$ cat src/rtl/ssw_params.svh
// Purpose: Named constants for the scanner status word encoder.
// Assumes: Included by bare name; definitions only.
// Notes: Addresses are byte addresses of 32-bit words.
`ifndef SSW_PARAMS_SVH
`define SSW_PARAMS_SVH
// ****************************************************************
// Register map
// ****************************************************************
`define SSW_ADDR_CTRL 8'h00
`define SSW_ADDR_INEN 8'h04
`define SSW_ADDR_WORD 8'h08
`define SSW_ADDR_ISTAT 8'h0c
`define SSW_ADDR_IMASK 8'h10
`define SSW_ADDR_COUNT 8'h14
`define SSW_CTRL_RST 4'h8
`define SSW_INEN_RST 8'h00
`define SSW_IMASK_RST 4'h0
// ****************************************************************
// Status word layout
// ****************************************************************
`define SSW_B_SAFE 0
`define SSW_B_WARN 1
`define SSW_B_DIRT 2
`define SSW_B_RREQ 3
`define SSW_B_RBTN 4
`define SSW_B_FAULT 5
`define SSW_B_PRIM 6
`define SSW_B_SEC 7
`define SSW_B_SPRIM 8
`define SSW_B_SSEC 9
`define SSW_B_VVAL 10
`define SSW_IN_LO 12
`define SSW_IN_HI 19
`define SSW_VEL_LO 20
`define SSW_VEL_HI 31
// ****************************************************************
// Control fields and timing
// ****************************************************************
`define SSW_C_MODE_LO 0
`define SSW_C_MODE_HI 1
`define SSW_C_COMPAT 2
`define SSW_C_RUN 3
`define SSW_CLK_PERIOD_NS 5
`define SSW_WORD_PERIOD_NS 1000
`define SSW_WORD_CYCLES (`SSW_WORD_PERIOD_NS / `SSW_CLK_PERIOD_NS)
`endif

$ cat src/rtl/ssw_pkg.sv
// Purpose: Types shared by the status word encoder.
// Assumes: Compiled before all design modules.
// Notes: Mode codes are the control register field values.
package ssw_pkg;
  typedef enum logic [1:0] {
    SSW_MODE_DUAL_FIELD = 2'b00,
    SSW_MODE_DUAL_PROT = 2'b01,
    SSW_MODE_TRIPLE = 2'b10,
    SSW_MODE_RSVD = 2'b11
  } ssw_mode_t;
endpackage

$ cat src/rtl/ssw_tick_div.sv
// Purpose: Divides the clock into a one-cycle word sampling enable.
// Assumes: Single clock domain, synchronous active-low reset copy.
// Notes: Stops and reloads while run is low.
`timescale 1ns/10ps
`default_nettype none
`include "ssw_params.svh"
module ssw_tick_div (
  input wire logic i_clk,
  input wire logic i_rst_n,
  input wire logic i_run,
  output logic o_tick
);
  logic [15:0] cnt;
  always_ff @(posedge i_clk or negedge i_rst_n) begin
    if (!i_rst_n) begin
      cnt <= 16'h0000;
    end else if (!i_run || cnt == 16'(`SSW_WORD_CYCLES - 1)) begin
      cnt <= 16'h0000;
    end else begin
      cnt <= cnt + 16'h0001;
    end
  end
  assign o_tick = i_run && (cnt == 16'(`SSW_WORD_CYCLES - 1));
endmodule // ssw_tick_div
`default_nettype wire

$ cat src/rtl/ssw_field_map.sv
// Purpose: Maps field occupancy onto the four field bits per mode.
// Assumes: Inputs are 1 while the named field is unoccupied.
// Notes: The reserved mode reports every field as occupied.
`timescale 1ns/10ps
`default_nettype none
module ssw_field_map (
  input wire ssw_pkg::ssw_mode_t i_mode,
  input wire logic i_prot_free,
  input wire logic i_warn_free,
  input wire logic i_prot2_free,
  input wire logic i_warn2_free,
  input wire logic i_simul_prot_free,
  input wire logic i_simul_warn_free,
  input wire logic i_simul_prot2_free,
  output logic o_primary_field_clear,
  output logic o_secondary_field_clear,
  output logic o_simul_primary_clear,
  output logic o_simul_secondary_clear
);
  import ssw_pkg::*;
  always_comb begin
    o_primary_field_clear = 1'b0;
    o_secondary_field_clear = 1'b0;
    o_simul_primary_clear = 1'b0;
    o_simul_secondary_clear = 1'b0;
    case (i_mode)
      SSW_MODE_DUAL_FIELD: begin
        o_primary_field_clear = i_prot_free;
        o_secondary_field_clear = i_warn_free;
        o_simul_primary_clear = i_simul_prot_free;
        o_simul_secondary_clear = i_simul_warn_free;
      end
      SSW_MODE_DUAL_PROT: begin
        o_primary_field_clear = i_prot_free;
        o_secondary_field_clear = i_prot2_free;
        o_simul_primary_clear = i_simul_prot_free;
        o_simul_secondary_clear = i_simul_prot2_free;
      end
      SSW_MODE_TRIPLE: begin
        o_primary_field_clear = i_prot_free;
        o_secondary_field_clear = i_warn_free;
        // Without meaning here, so held at a fixed 0.
        o_simul_primary_clear = 1'b0;
        o_simul_secondary_clear = i_warn2_free;
      end
      default: begin
        o_primary_field_clear = 1'b0;
      end
    endcase
  end
endmodule // ssw_field_map
`default_nettype wire

$ cat src/rtl/ssw_encoder.sv
// Purpose: Assembles the scanner status word sent to the link partner.
// Assumes: All status inputs are synchronous to i_clk.
// Notes: One word is captured per sampling tick, all bits at once.
//
// Decided for this implementation: the address-and-strobe port and the register addresses.
`timescale 1ns/10ps
`default_nettype none
`include "ssw_params.svh"
module ssw_encoder (
  input wire logic i_clk,
  input wire logic i_arst_n,
  input wire logic [7:0] i_addr,
  input wire logic [31:0] i_wdata,
  input wire logic i_wr,
  input wire logic i_rd,
  output logic [31:0] o_rdata,
  input wire logic i_safety_output_on,
  input wire logic i_warn1_free,
  input wire logic i_warn2_free,
  input wire logic i_window_dirty,
  input wire logic i_reset_needed,
  input wire logic i_reset_button,
  input wire logic i_device_error,
  input wire logic i_ctrl_in_a_first,
  input wire logic i_ctrl_in_a_second,
  input wire logic i_ctrl_in_b_first,
  input wire logic i_ctrl_in_b_second,
  input wire logic i_ctrl_in_c_first,
  input wire logic i_ctrl_in_c_second,
  input wire logic i_ctrl_in_d_first,
  input wire logic i_ctrl_in_d_second,
  input wire logic i_prot_sel_free,
  input wire logic i_warn_sel_free,
  input wire logic i_prot2_sel_free,
  input wire logic i_warn2_sel_free,
  input wire logic i_simul_prot_free,
  input wire logic i_simul_warn_free,
  input wire logic i_simul_prot2_free,
  input wire logic i_speed_valid,
  input wire logic [11:0] i_speed,
  output logic [31:0] o_status_word,
  output logic o_word_stb,
  output logic o_irq
);
  import ssw_pkg::*;

  // ****************************************************************
  // Reset release
  // ****************************************************************
  logic rst_meta;
  logic rst_n;
  always_ff @(posedge i_clk or negedge i_arst_n) begin
    if (!i_arst_n) begin
      rst_meta <= 1'b0;
      rst_n <= 1'b0;
    end else begin
      rst_meta <= 1'b1;
      rst_n <= rst_meta;
    end
  end

  // ****************************************************************
  // Registers
  // ****************************************************************
  logic [3:0] ctrl;
  logic [7:0] inen;
  logic [3:0] istat;
  logic [3:0] imask;
  logic [15:0] word_count;
  ssw_mode_t mode;
  logic compat;
  logic run;
  logic wr_ctrl;
  logic wr_inen;
  logic wr_istat;
  logic wr_imask;

  assign mode = ssw_mode_t'(ctrl[`SSW_C_MODE_HI:`SSW_C_MODE_LO]);
  assign compat = ctrl[`SSW_C_COMPAT];
  assign run = ctrl[`SSW_C_RUN];
  assign wr_ctrl = i_wr && (i_addr == `SSW_ADDR_CTRL);
  assign wr_inen = i_wr && (i_addr == `SSW_ADDR_INEN);
  assign wr_istat = i_wr && (i_addr == `SSW_ADDR_ISTAT);
  assign wr_imask = i_wr && (i_addr == `SSW_ADDR_IMASK);

  always_ff @(posedge i_clk or negedge rst_n) begin
    if (!rst_n) begin
      ctrl <= `SSW_CTRL_RST;
    end else if (wr_ctrl) begin
      ctrl <= i_wdata[3:0];
    end
  end

  always_ff @(posedge i_clk or negedge rst_n) begin
    if (!rst_n) begin
      inen <= `SSW_INEN_RST;
    end else if (wr_inen) begin
      inen <= i_wdata[7:0];
    end
  end

  always_ff @(posedge i_clk or negedge rst_n) begin
    if (!rst_n) begin
      imask <= `SSW_IMASK_RST;
    end else if (wr_imask) begin
      imask <= i_wdata[3:0];
    end
  end

  // ****************************************************************
  // Word assembly
  // ****************************************************************
  logic tick;
  logic prim_clr;
  logic sec_clr;
  logic sprim_clr;
  logic ssec_clr;
  logic [7:0] in_pins;
  logic [7:0] in_mirror;
  logic [31:0] next_word;

  ssw_tick_div u_div (
    .i_clk(i_clk),
    .i_rst_n(rst_n),
    .i_run(run),
    .o_tick(tick)
  );

  ssw_field_map u_map (
    .i_mode(mode),
    .i_prot_free(i_prot_sel_free),
    .i_warn_free(i_warn_sel_free),
    .i_prot2_free(i_prot2_sel_free),
    .i_warn2_free(i_warn2_sel_free),
    .i_simul_prot_free(i_simul_prot_free),
    .i_simul_warn_free(i_simul_warn_free),
    .i_simul_prot2_free(i_simul_prot2_free),
    .o_primary_field_clear(prim_clr),
    .o_secondary_field_clear(sec_clr),
    .o_simul_primary_clear(sprim_clr),
    .o_simul_secondary_clear(ssec_clr)
  );

  assign in_pins = {i_ctrl_in_d_second, i_ctrl_in_d_first,
                    i_ctrl_in_c_second, i_ctrl_in_c_first,
                    i_ctrl_in_b_second, i_ctrl_in_b_first,
                    i_ctrl_in_a_second, i_ctrl_in_a_first};

  // A disabled input reads 0 so the partner never sees a stray pin.
  for (genvar k = 0; k < 8; k++) begin : g_mirror
    assign in_mirror[k] = inen[k] & in_pins[k];
  end

  always_comb begin
    next_word = 32'h0000_0000;
    next_word[`SSW_B_SAFE] = i_safety_output_on;
    next_word[`SSW_B_WARN] = i_warn1_free & i_warn2_free;
    next_word[`SSW_B_DIRT] = i_window_dirty;
    next_word[`SSW_B_RREQ] = i_reset_needed;
    next_word[`SSW_B_RBTN] = i_reset_button;
    next_word[`SSW_B_FAULT] = i_device_error;
    next_word[`SSW_B_PRIM] = prim_clr;
    next_word[`SSW_B_SEC] = sec_clr;
    next_word[`SSW_B_SPRIM] = sprim_clr;
    next_word[`SSW_B_SSEC] = ssec_clr;
    next_word[`SSW_IN_HI:`SSW_IN_LO] = in_mirror;
    if (!compat) begin
      next_word[`SSW_B_VVAL] = i_speed_valid;
      next_word[`SSW_VEL_HI:`SSW_VEL_LO] = i_speed;
    end
  end

  // All bits are taken on the same edge so no word mixes two states.
  always_ff @(posedge i_clk or negedge rst_n) begin
    if (!rst_n) begin
      o_status_word <= 32'h0000_0000;
    end else if (tick) begin
      o_status_word <= next_word;
    end
  end

  always_ff @(posedge i_clk or negedge rst_n) begin
    if (!rst_n) begin
      o_word_stb <= 1'b0;
    end else begin
      o_word_stb <= tick;
    end
  end

  always_ff @(posedge i_clk or negedge rst_n) begin
    if (!rst_n) begin
      word_count <= 16'h0000;
    end else if (tick) begin
      word_count <= word_count + 16'h0001;
    end
  end

  // ****************************************************************
  // Events and interrupt
  // ****************************************************************
  logic prev_safe;
  logic prev_err;
  logic prev_dirt;
  logic prev_vval;
  logic [3:0] events;

  always_ff @(posedge i_clk or negedge rst_n) begin
    if (!rst_n) begin
      prev_safe <= 1'b0;
      prev_err <= 1'b0;
      prev_dirt <= 1'b0;
      prev_vval <= 1'b0;
    end else begin
      prev_safe <= i_safety_output_on;
      prev_err <= i_device_error;
      prev_dirt <= i_window_dirty;
      prev_vval <= i_speed_valid;
    end
  end

  assign events = {prev_vval & ~i_speed_valid,
                   ~prev_dirt & i_window_dirty,
                   ~prev_err & i_device_error,
                   prev_safe & ~i_safety_output_on};

  // A new event in the clearing cycle survives the write-one clear.
  always_ff @(posedge i_clk or negedge rst_n) begin
    if (!rst_n) begin
      istat <= 4'h0;
    end else begin
      istat <= (istat & ~(wr_istat ? i_wdata[3:0] : 4'h0)) | events;
    end
  end

  assign o_irq = |(istat & imask);

  // ****************************************************************
  // Read port
  // ****************************************************************
  always_ff @(posedge i_clk or negedge rst_n) begin
    if (!rst_n) begin
      o_rdata <= 32'h0000_0000;
    end else if (i_rd) begin
      case (i_addr)
        `SSW_ADDR_CTRL: o_rdata <= {28'h0000000, ctrl};
        `SSW_ADDR_INEN: o_rdata <= {24'h000000, inen};
        `SSW_ADDR_WORD: o_rdata <= o_status_word;
        `SSW_ADDR_ISTAT: o_rdata <= {28'h0000000, istat};
        `SSW_ADDR_IMASK: o_rdata <= {28'h0000000, imask};
        `SSW_ADDR_COUNT: o_rdata <= {16'h0000, word_count};
        default: o_rdata <= 32'h0000_0000;
      endcase
    end else begin
      o_rdata <= 32'h0000_0000;
    end
  end
endmodule // ssw_encoder
`default_nettype wire

$ cat config.mk
export PLATFORM = sky130hd
export DESIGN_NAME = ssw_encoder
export DESIGN_NICKNAME = d
export VERILOG_FILES = /design/src/rtl/ssw_pkg.sv /design/src/rtl/ssw_tick_div.sv /design/src/rtl/ssw_field_map.sv /design/src/rtl/ssw_encoder.sv
export VERILOG_INCLUDE_DIRS = /design/src /design/src/rtl
export SDC_FILE = /design/constraint.sdc
export NUM_CORES = 1
export LEC_CHECK = 0
export BUFFER_PORTS_ARGS = -buffer_cell sky130_fd_sc_hd__buf_2
export CORE_ASPECT_RATIO = 0.8
export CORE_MARGIN = 2
export CORE_UTILIZATION = 46
export DETAILED_ROUTE_END_ITERATION = 8
export GPL_ROUTABILITY_DRIVEN = 0
export PLACE_DENSITY = 0.78
export SETUP_SLACK_MARGIN = 0.4
export SLEW_MARGIN = 10
export SYNTH_ARGS = -nofsm -noshare
export SYNTH_HDL_FRONTEND = slang
export SYNTH_SLANG_ARGS = --single-unit
export TNS_END_PERCENT = 1
$ cat constraint.sdc
create_clock -name i_clk -period 4.5 [get_ports i_clk]
set_input_delay 0.225 -clock i_clk [delete_from_list [all_inputs] [get_ports i_clk]]
set_output_delay 0.225 -clock i_clk [all_outputs]
set_load 0.005 [all_outputs]
Word level (Yosys, flattened, before mapping)

Cells that the tools add are included.

Muxes and demuxes: 10
Reduce and logical (&&, ||, !) cells: 13
Equal/unequal tests: 8
Bitwise gates (word level): 21
Add/sub/neg operators: 2

Operators with widths:

| cell                    | count |
|---|---|
| $pmux W32 S6            | 1 |
| $add A16 B1 Y16 const B | 2 |
| $mux W32                | 1 |
| $eq A16 B8 Y1 const B   | 1 |
| $eq A8 B4 Y1 const B    | 2 |
| $eq A8 B5 Y1 const B    | 2 |
| $mux W16                | 1 |
| $and A1 B1 Y1           | 13 |
| $mux W12                | 1 |
| $and A4 B4 Y4           | 2 |
| $eq A8 B3 Y1 const B    | 1 |
| $logic_not A8 Y1        | 1 |
| $logic_and A1 B1 Y1     | 5 |
| $mux W4                 | 1 |
| $not A1 Y1              | 4 |
| $not A4 Y4              | 1 |
| $or A4 B4 Y4            | 1 |
| $reduce_or A2 Y1        | 2 |
| $reduce_or A4 Y1        | 1 |
| $mux W1                 | 3 |
| $pmux W1 S3             | 1 |
| $reduce_or A3 Y1        | 1 |
| $eq A2 B1 Y1 const B    | 1 |
| $eq A2 B2 Y1 const B    | 1 |
| 4 further kinds         | 4 |

Output and inout port bits: 66
Bits in registers: 122
Bits of input ports: 79

Logic depth before layout (Yosys ltp)

Gate-level depths: netlist of the first run.

Depth in word-level cells: 6
Depth in mapped cells: 7
Gate-level depth less buffers: 5

Cells and area by module

Synthesis of the first run repeated with hierarchy kept, for this count alone.

Cell total of the unflattened synthesis: 434
Area total of the unflattened synthesis: 5187.5 um^2

Modules (own cells, without submodules):

| module        | cells each | times used | area each (um^2) | seq. area each (um^2) |
|---|---|---|---|---|
| ssw_encoder   | 347        | 1          | 4320.4           | 2653.8 |
| ssw_tick_div  | 79         | 1          | 814.5            | 400.4 |
| ssw_field_map | 8          | 1          | 52.6             | 0.0 |

Least setup slack after synthesis of the first run

OpenSTA, ideal clock, no wires.

Path type: register to register
From: register u_div.cnt[4]
To: register word_count[9]
Stages on the path, launching flop included: 6
Setup time: 0.079 ns
Arrival time: 2.054 ns
Data required time: 4.421 ns
Clock period less this slack: 2.133 ns
Slack: 2.367 ns
Path through: dfrtp_1 or4_4 or4_4 buf_6 nor4_4 xor2_1

Word-level cells in the longest chain between the ends: 2

Ends and longest elaborated chain:

| item                     | line               | text |
|---|---|---|
| start: declaration       | ssw_tick_div.sv:13 | `logic [15:0] cnt;` |
| start signal: assignment | ssw_tick_div.sv:20 | `cnt <= cnt + 16'h0001;` |
| $eq A16 B8 Y1            | ssw_tick_div.sv:23 | `` assign o_tick = i_run && (cnt == 16'(`SSW_WORD_CYCLES - 1)); `` |
| $logic_and A1 B1 Y1      | ssw_tick_div.sv:23 |  |
| end signal: assignment   | ssw_encoder.sv:194 | `word_count <= word_count + 16'h0001;` |
| end: declaration         | ssw_encoder.sv:69  | `logic [15:0] word_count;` |

No other way between the ends.
A chain may end at the register's enable or synchronous reset.

Worst setup path after layout of the first run

From: register u_div.cnt[4]
To: register word_count[11]

Same word-level chain as after synthesis.

==> flow_summary.yaml, run 1 <==
run_status:
  status: "completed"
yosys:
  yosysSeqAreaShare_pct: 58.7
  netlist.top_cell.by_area: "dfrtp_1"
  synth_nets: 555
  synth_warnings: 0
  synth_top_area_share_pct: 58.2
  avgSynthCellArea_um2: 11.0
  async_reset_ff_share_pct: 100
  synth_area_leaders: "dfrtp_1 58%, nand2_1 5.1%, mux2_2 4.3%"
  synth_flop_cell: "dfrtp_1"
  synth.ff_latch_count: 122
  syn_area_um2: 5200
  netlist_instances: 474
  synth_edf_count: 0
  synth_commonest_cells: "121 x dfrtp_1, 70 x nand2_1, 37 x nor2_1"
  synth_cell_types: 41
  yosysMostFrequentCell: "dfrtp_1"
global_routing:
  grt_pass1_vias: 4052
  grt_first_pass_wirelength_um: 20100
  antenna_found_initial: 0
  gr-usage-all-layers_pct: 21.8
  overflow: 0
  grt_max_degree: 84
final_layout:
  multi_input_area_um2: 2030
  fillers: 895
  finalNonFillerCells: 754
  antennaDiodeCount: 0
  seq_area_um2: 3060
  final_nets: 679
  synthToLayoutAreaGrowth_pct: 26.8
  drive_gt1_share_pct: 30.5
detailed_routing:
  antenna_left: 0
  drtPass1Iterations: 4
  wl_um: 12500
  via_per_inst: 5.29
  dr_total_vias: 3990
  wl_per_cell_um: 16.6
  drt-initial-drc-count: 279
  drc: 0
critical_path:
  rr_worst_depth: 4
  crit_type: "flop to flop"
  worst_setup_path_start_kind: "flop"
  regToRegEndpoint: "word_count[11]"
  crit_fanout: 58
  critical_path_arrival_ns: 2.95
  cp.required_ns: 4.83
  timing.rr.start: "u_div.cnt[4]"
  cp-end-kind: "flop"
  rrSetupSlack_ns: 1.88
power_and_ir_drop:
  combPwrFrac_pct: 3.2
  p_int_mw: 2.10
  netSwitchingFraction_pct: 20.3
  pwr-share-seq_pct: 43.0
  peakVddDrop_uv: 266
  p_sw_uw: 537
  p_clk_share_pct: 53.8
  power_density_nw_per_um2: 400
  leakagePower_nw: 3.19
clock_network:
  post_cts_buffers: 0
  clk_pin_slew_ns: 0.05
  clock-sinks: 122
  cts_buffers: 17
  htreeDepth: 4
  cts_tree: "done"
  cts-root-buf: "clkbuf_16"
  cts_buffer_depth: 2
  clk_latency_ns: 0.41
  cts-resized-gates: 0
sta:
  skew_ns: 0.0135
  hold_viol: 0
  worstMarginPinSlew_ns: 1.16
  finalSetupTns_ns: 0
  slew_violations: 0
  fmaxAchievable_mhz: 382
  setup_viol: 0
  layout_min_cycle_time_ns: 2.62
  rsz0062_at_grt: "no"
  timing.final.crit_share_pct: 58.2
  slew_headroom_pct: 22.6
placed_design:
  place_hpwl_um: 8620
  port-buffer-count: 119
  place_inst: 718
hold_path:
  min_to: "o_status_word[4]"
  hold_depth: 3
  min_path_type: "primary input to flop"
  min_from: "i_reset_button"
floorplanning:
  rows: 34
  start_util_pct: 47.6
  io_pins: 145
  chipWidth_um: 123
  fp.dieH_um: 99.1
  core_um2: 10900
  dieArea_um2: 12200
run:
  drv_cap: 0
==> critical path, cell delays in order, from the launching register on <==
cell     delay, ns
dfrtp_1       0.45
or4_4         0.59
or4_4         0.87
nor4_1        0.45
xor2_1        0.18
==> flip-flops by register name, indices dropped and copies added, names as in the netlist <==
name,cells
o_rdata,32
u_div.cnt,16
rst_n,1
prev_err,1
imask,4
prev_vval,1
prev_dirt,1
word_count,16
ctrl,4
inen,8
prev_safe,1
o_status_word,31
rst_meta,1
istat,4
o_word_stb,1
==> final cells by class <==
type | count | share of cell area [%]
clock buffer | 20 | 6.92
multi-input combinational | 319 | 30.7
clock inverter | 11 | 2.56
timing repair buffer | 126 | 10.0
tap | 144 | 2.73
inverter | 12 | 0.683
sequential | 122 | 46.4
==> stage by stage <==
stage | util, % | setup slack (ns) | total power, mW | hold slack (ns) | instance area, um2
2_1_floorplan | - | 0.851 | 1.19 | -0.0706 | 5200
3_3_place_gp | 54.1 | 2.00 | 1.23 | 0.0114 | 5920
3_5_place_dp | 54.1 | 1.92 | 1.23 | 0.0123 | 5920
4_1_cts | 60.3 | 1.89 | 2.66 | 0.00561 | 6600
5_1_grt | 60.3 | 1.68 | 2.72 | 0.0318 | 6600
6_report | 60.3 | 1.88 | 2.64 | 0.00894 | 6600
==> cells by family after synthesis <==
kind of cell / share of synthesized area [%]
fa+ha+maj: 0.481
flops: 58.7
xor+xnor: 4.71
mux: 7.22
simple gates: 21.0
compound gates: 5.12
buf+inv: 2.60
other cells: 0.144
==> how the worst max path moves through the flow <==
stage	endpoint	slack, ns	from
floorplan	ctrl[0]	0.85	rst_n
global placement	word_count[7]	2.00	u_div.cnt[4]
detailed placement	word_count[11]	1.92	u_div.cnt[3]
CTS	word_count[11]	1.89	u_div.cnt[4]
global route	word_count[11]	1.68	u_div.cnt[0]
finish	word_count[11]	1.88	u_div.cnt[4]
==> power by group through the flow <==
stage | registers (mW) | clock network (mW) | logic (mW)
2_1_floorplan | 1.15 | 0 | 0.0377
3_3_place_gp | 1.15 | 0 | 0.0779
3_5_place_dp | 1.15 | 0 | 0.0808
4_1_cts | 1.13 | 1.44 | 0.0848
5_1_grt | 1.14 | 1.49 | 0.0935
6_report | 1.13 | 1.42 | 0.0843
==> layer usage <==
layer / global-route usage [%] / routed length (um) / vias to the layer above
li1: - / - / 1870
met1: 28.6 / 5360 / 1985
met2: 35.0 / 6320 / 126
met3: 5.68 / 778 / 9
met4: 8.40 / 91 / 0
met5: 0 / 0 / -
==> cells in the final DEF, fill, tap and decap left out, drive strengths merged, types with 12 or more instances in the layout <==
cell type | netlist | final
nand4 | 12 | 12
mux2 | 20 | 20
and2 | 18 | 18
inv | 12 | 13
nand3 | 23 | 23
nand2 | 70 | 70
nor2 | 37 | 37
o21ai | 16 | 16
xnor2 | 16 | 16
dfrtp | 121 | 121
clkbuf | 18 | 20
buf | 3 | 121
nand2b | 14 | 14
xor2 | 12 | 12
==> timing repair <==
action	CTS	global route
hold buffers	5	0
endpoints found under the setup margin	0	0
hold endpoints to repair	6	0
No activity file was read; power rests on OpenSTA's default activity.
==> run 2: changes to the inputs <==
--- a/config.mk
+++ b/config.mk
@@ -12,7 +12,7 @@
 export CORE_UTILIZATION = 46
 export DETAILED_ROUTE_END_ITERATION = 8
 export GPL_ROUTABILITY_DRIVEN = 0
-export PLACE_DENSITY = 0.78
+export PLACE_DENSITY = 0.81
 export SETUP_SLACK_MARGIN = 0.4
 export SLEW_MARGIN = 10
 export SYNTH_ARGS = -nofsm -noshare
==> constraint.sdc (replaced) <==
create_clock -name i_clk -period 2.3 [get_ports i_clk]
set_input_delay 0.115 -clock i_clk [delete_from_list [all_inputs] [get_ports i_clk]]
set_output_delay 0.115 -clock i_clk [all_outputs]
set_load 0.005 [all_outputs]
==> run 2 against run 1 <==
  * The flow now finishes with violations (negative hold slack)
  * Wire length grew 13%
  * Clock-buffer cell count is 1 lower
  * Flip-flop and latch count is the same
  * Clock skew down 0.0076 ns
  * First-iteration DRC count down 18%
  * Final cell count is 7.8% higher
==> flow_summary.yaml, run 2 (synthesized netlist as in run 1, its figures left out) <==
critical_path:
  worst_setup_path_start_kind: "flop"
  regToRegEndpoint: "word_count[12]"
  critPathLaunch: "u_div.cnt[13]"
  endpoint: "word_count[12]"
  slowest_stage: "or4_4"
  rrSetupSlack_ns: 0.1
  path_cells: "or4_4 > or4_4 > buf_12 > nor4_4 > xor2_1"
  timing.rr.start: "u_div.cnt[13]"
  crit_buf_inv: 1
  rr_worst_depth: 5
  cp.depth: 5
  critical_path_arrival_ns: 2.54
  cp-end-kind: "flop"
  crit_fanout: 5
  cp_slowest_stage_delay_ns: 0.60
  crit_path_frequent_cell: "or4_4"
  cp_top_family: "simple AND/OR/NAND/NOR gates"
  cp.required_ns: 2.63
  crit_type: "flop to flop"
final_layout:
  drive_gt1_share_pct: 32.7
  final_nets: 738
  antennaDiodeCount: 0
  final_common_cell: "dfrtp_1"
  layout_common_cells: "120 x dfrtp_1, 119 x buf_2, 70 x nand2_1"
  reg_top3: "o_rdata x32, o_status_word x31"
  fillers: 807
  synthToLayoutAreaGrowth_pct: 38.8
  largest_register_ffs: 32
  top_register: "o_rdata"
detailed_routing:
  antenna_left: 0
  wl_per_cell_um: 17.4
  route.met2.wl_um: 6780
  via_per_inst: 5.40
  drc: 0
  wl_met1_um: 5940
  dr_total_vias: 4390
  wl_met3_um: 1140
  top_layer: "met4"
  drtPass1Iterations: 5
  wl_um: 14200
  drt-initial-drc-count: 229
global_routing:
  overflow: 0
  antenna_found_initial: 0
  grt_first_pass_wirelength_um: 22500
  grt_pass1_vias: 4452
  grt_max_degree: 66
  gr-usage-all-layers_pct: 24.3
floorplanning:
  chipWidth_um: 123
  io_pins: 145
  dieArea_um2: 12200
  fp.dieH_um: 99.1
  core_um2: 10900
  start_util_pct: 47.6
  rows: 34
sta:
  rsz0062_at_grt: "yes"
  setup_viol: 0
  slew_violations: 0
  slew_headroom_pct: 64.6
  finalSetupTns_ns: 0
  timing.final.crit_share_pct: 95.8
  fmaxAchievable_mhz: 454
  setup_slack_ns: 0.0962
  skew_ns: 0.00590
  layout_min_cycle_time_ns: 2.20
  timing.hold.ws_ns: -0.00101
  hold_viol: 1
  worstMarginPinSlew_ns: 0.529
clock_network:
  clk_latency_ns: 0.42
  cts_tree: "done"
  clock-sinks: 122
  cts_buffers: 17
  cts_buffer_depth: 2
  htreeDepth: 4
  clk_pin_slew_ns: 0.06
  cts-root-buf: "clkbuf_16"
power_and_ir_drop:
  p_clk_share_pct: 51.9
  power_density_nw_per_um2: 704
  p_int_mw: 3.96
  leakagePower_nw: 3.52
  power_mw: 5.09
  pwr-share-seq_pct: 43.3
  combPwrFrac_pct: 4.8
  netSwitchingFraction_pct: 22.2
  peakVddDrop_uv: 692
  p_sw_mw: 1.13
run:
  drv_cap: 0
placed_design:
  port-buffer-count: 119
  post-place-ws_ns: 0.0152
  place_hpwl_um: 9500
run_status:
  violations: "negative hold slack"
  status: "complete, but fails checks"
hold_path:
  min_path_type: "primary input to flop"
## run 2: changes by cell type in the layout (fill, tap and decap cells not counted), moves of 3 or more
cell / previous run / this run
buf_12: 0 / 4
buf_4: 2 / 22
clkinv_4: 0 / 4
dlygate4sd3_1: 5 / 38
nor4_4: 1 / 4
o21ai_0: 16 / 7
o21ai_1: 0 / 9
## run 2: layout make-up
class	instances	area, um2	area share (%)
inverters	12	45.0	0.624
well taps	144	180	2.49
flip-flops and latches	122	3060	42.3
clock buffers	19	453	6.27
repair buffers	184	1250	17.4
clock inverters	12	141	1.96
multi-input cells	320	2090	29.0
## run 2: how the worst min path moves through the flow
stage	startpoint	end	slack (ns)	depth (start not counted)
floorplan	i_arst_n	rst_meta	-0.18	0
global placement	i_arst_n	rst_meta	-0.1	1
detailed placement	i_arst_n	rst_meta	-0.1	1
global route	i_speed[6]	o_status_word[26]	0.002	3
finish	i_speed[8]	o_status_word[28]	-0.001	3
CTS	i_wdata[0]	ctrl[0]	0.003	2
## run 2: repair_timing
action,4_1_cts,5_1_grt
hold endpoints to repair,46,0
hold buffers,38,0
buffers inserted,5,1
pin swaps,3,3
gates resized for setup,9,2
endpoints found under the setup margin,61,61
gates cloned,2,0
## run 2: power by group through the flow
stage,combinational [mW],clock [mW],sequential [mW]
2_1_floorplan,0.0752,0,2.25
3_3_place_gp,0.185,0,2.24
3_5_place_dp,0.190,0,2.24
4_1_cts,0.243,2.67,2.20
5_1_grt,0.271,2.77,2.20
6_report,0.245,2.64,2.20
## run 2: worst register-to-register path, cell delays in order (launching register included)
cell and delay, ns:
dfrtp_1 0.43, or4_4 0.60, or4_4 0.58, buf_12 0.18, nor4_4 0.14, xor2_1 0.19
## run 2: per-layer routing
metal,vias to the layer above,GRT usage [%]
met5,-,0
met4,0,8.84
met1,2165,31.9
met2,203,39.0
li1,1994,-
met3,28,6.36
## run 2: stage by stage
step           util, %  instance area [um2]  hold WS, ns  instances
2_1_floorplan        -                 5250       -0.181        474
3_3_place_gp      55.7                 6090      -0.0980        736
3_5_place_dp      55.7                 6090      -0.0962        736
4_1_cts           65.9                 7200      0.00298        812
5_1_grt           66.1                 7220      0.00201        813
6_report          66.1                 7220     -0.00101        813
==> run 3: changes to the inputs <==
--- a/config.mk
+++ b/config.mk
@@ -6,13 +6,14 @@
 export SDC_FILE = /design/constraint.sdc
 export NUM_CORES = 1
 export LEC_CHECK = 0
+export ABC_AREA = 1
 export BUFFER_PORTS_ARGS = -buffer_cell sky130_fd_sc_hd__buf_2
 export CORE_ASPECT_RATIO = 0.8
 export CORE_MARGIN = 2
 export CORE_UTILIZATION = 46
 export DETAILED_ROUTE_END_ITERATION = 8
 export GPL_ROUTABILITY_DRIVEN = 0
-export PLACE_DENSITY = 0.81
+export PLACE_DENSITY = 0.8
 export SETUP_SLACK_MARGIN = 0.4
 export SLEW_MARGIN = 10
 export SYNTH_ARGS = -nofsm -noshare
==> run 3 against run 2 <==
  * The run now ends clean
  * Wire length grew 2.2%
  * Final cell count grew 23%
  * First-iteration DRC count is 48% higher
  * Area after synthesis grew 6.6%
  * Worst setup slack better by 0.46 ns
  * Total power decreased by 1.8%
  * Combinational power shrank 4%
  * Clock-buffer cell count rose by 1
  * Maximum frequency grew 26%
  * Sequential share of layout area decreased by 0.28 points
  * Synthesized cell count up 42%
  * Clock power shrank 3%
==> flow_summary.yaml, run 3 <==
critical_path:
  critPathLaunch: "u_div.cnt[0]"
  timing.rr.start: "u_div.cnt[0]"
  cp.required_ns: 2.57
  crit_buf_inv: 0
  crit_type: "flop to flop"
  critical_path_arrival_ns: 2.02
  worst_setup_path_start_kind: "flop"
  crit_fanout: 15
  slowest_stage: "nand2_1"
  cp_top_family: "simple AND/OR/NAND/NOR gates"
  cp-end-kind: "flop"
  cp_slowest_stage_delay_ns: 0.42
  crit_path_frequent_cell: "nand2_1"
  path_cells: "ha_1 > nand2_1 > nor3_2 > nand2_1 > nand2_1 > nor2_1"
yosys:
  synth_cell_types: 31
  synth_top_area_share_pct: 54.6
  avgSynthCellArea_um2: 8.27
  syn_area_um2: 5550
  synth.ff_latch_count: 122
  synth_area_leaders: "dfrtp_1 55%, nand2_1 16%, nand3_1 5.1%"
  synth_edf_count: 0
  synth_nets: 752
  synth_flop_cell: "dfrtp_1"
  yosysSeqAreaShare_pct: 55.1
  synth_warnings: 0
  netlist_instances: 671
  yosysMostFrequentCell: "nand2_1"
  netlist.top_cell.by_area: "dfrtp_1"
  synth_commonest_cells: "230 x nand2_1, 121 x dfrtp_1, 76 x nor2_1"
  async_reset_ff_share_pct: 100
power_and_ir_drop:
  netSwitchingFraction_pct: 22.1
  leakagePower_nw: 3.57
  p_clk_share_pct: 51.2
  power_density_nw_per_um2: 687
  p_sw_mw: 1.10
  peakVddDrop_uv: 493
  combPwrFrac_pct: 4.7
  p_int_mw: 3.89
  pwr-share-seq_pct: 44.1
global_routing:
  gr-usage-all-layers_pct: 23.3
  overflow: 0
  antenna_found_initial: 0
  grt_max_degree: 47
  grt_pass1_vias: 4784
  grt_first_pass_wirelength_um: 23300
clock_network:
  clk_pin_slew_ns: 0.05
  clock-sinks: 122
  cts_buffer_depth: 2
  cts-root-buf: "clkbuf_16"
  htreeDepth: 4
  cts_tree: "done"
  cts_buffers: 17
  clk_latency_ns: 0.42
hold_path:
  min_path_type: "primary input to flop"
  min_from: "i_ctrl_in_c_second"
sta:
  finalSetupTns_ns: 0
  slew_violations: 0
  skew_ns: 0.00898
  timing.hold.ws_ns: 0.00445
  slew_headroom_pct: 62.4
  worstMarginPinSlew_ns: 0.559
  rsz0062_at_grt: "yes"
  hold_viol: 0
  setup_viol: 0
  layout_min_cycle_time_ns: 1.75
  fmaxAchievable_mhz: 572
  timing.final.crit_share_pct: 76.0
placed_design:
  port-buffer-count: 119
  placed_cell_area_um2: 6310
  place_hpwl_um: 9940
detailed_routing:
  drtPass1Iterations: 5
  wl_um: 14500
  drt-initial-drc-count: 340
  dr_total_vias: 4992
  antenna_left: 0
  via_per_inst: 5.00
  drc: 0
  wl_per_cell_um: 14.5
final_layout:
  drive_gt1_share_pct: 22.0
  final_nets: 919
  fillers: 947
  layout_common_cells: "230 x nand2_1, 120 x dfrtp_1, 119 x buf_2"
  final_common_cell: "nand2_1"
  final_area_um2: 7270
  synthToLayoutAreaGrowth_pct: 31.0
  top_register: "o_rdata"
  largest_register_ffs: 32
  antennaDiodeCount: 0
  reg_top3: "o_rdata x32, o_status_word x31"
floorplanning:
  core_um2: 11600
  fp.dieH_um: 102
  io_pins: 145
  rows: 35
  chipWidth_um: 127
  dieArea_um2: 13000
  start_util_pct: 47.6
run_status:
  status: "completed"
run:
  drv_cap: 0
run 3: cell types whose count changed after synthesis, sizes merged, moves of 14 or more:
cell	delta
and2	-18
buf	+14
clkbuf	-14
inv	+39
mux2	-20
nand2	+165
nand2b	-14
nand3	+35
nor2	+40
o21ai	+36
run 3: tightest hold or removal path, stage by stage:
cell and delay [ns]:
buf_2 0.11, nand2_1 0.07, o21ai_0 0.08
run 3: repair_timing:
item,CTS,global route
endpoints found under the setup margin,20,49
endpoints found under the hold margin,42,0
hold buffers,36,0
pin swaps,0,1
buffers inserted,0,2
resized for setup,1,1
run 3: final timing paths:
| path | cells after the start | slack, ns | endpoint |
|---|---|---|---|
| worst max-delay path | 6 | 0.55 | u_div.cnt[12] |
| worst min-delay path | 3 | 0.004 | o_status_word[17] |
| worst max register to register | 6 | 0.55 | u_div.cnt[12] |
| worst min register to register | 0 | 0.29 | o_rdata[3] |
| max in group asynchronous | 1 | 1.35 | ctrl[3] |
| min in group asynchronous | 2 | 0.02 | rst_n |
run 3: logic make-up after synthesis:
group	share of synthesized area [%]
AOI/OAI and AO/OA	6.88
other	0.135
adders and majority gates	0.451
buffers and inverters	5.93
and+or+nand+nor	29.7
DFF	55.1
xor gates and xnor gates	1.89
run 3: final cells by class:
cell class / count / area [um2] / area share, %
clock inverters: 12 / 125 / 1.72
flip-flops and latches: 122 / 3060 / 42.1
well taps: 148 / 185 / 2.55
repair buffers: 169 / 1090 / 14.9
clock buffers: 20 / 447 / 6.14
multi-input cells: 476 / 2170 / 29.9
inverters: 52 / 196 / 2.70
run 3: metal layers:
metal,vias to the layer above,GRT usage [%],part of all wire [%]
li1,2467,-,-
met1,2334,31.4,46
met2,174,38.0,46
met3,17,5.50,6.2
met4,0,7.27,1.2
met5,-,0,0
run 3: metrics by stage:
step,cells,total power [mW],setup slack [ns],util (%)
finish,999,5.00,0.552,62.4
global route,999,5.16,0.389,62.4
CTS,997,5.02,0.475,62.3
detailed placement,929,2.43,0.406,54.2
global placement,929,2.42,0.438,54.2
floorplan,671,2.32,0.842,-
run 3: power groups by stage:
stage / logic (mW) / registers (mW) / clock network, mW
6_report: 0.234 / 2.20 / 2.56
4_1_cts: 0.234 / 2.20 / 2.58
3_3_place_gp: 0.182 / 2.24 / 0
5_1_grt: 0.260 / 2.21 / 2.69
3_5_place_dp: 0.186 / 2.24 / 0
2_1_floorplan: 0.0715 / 2.25 / 0
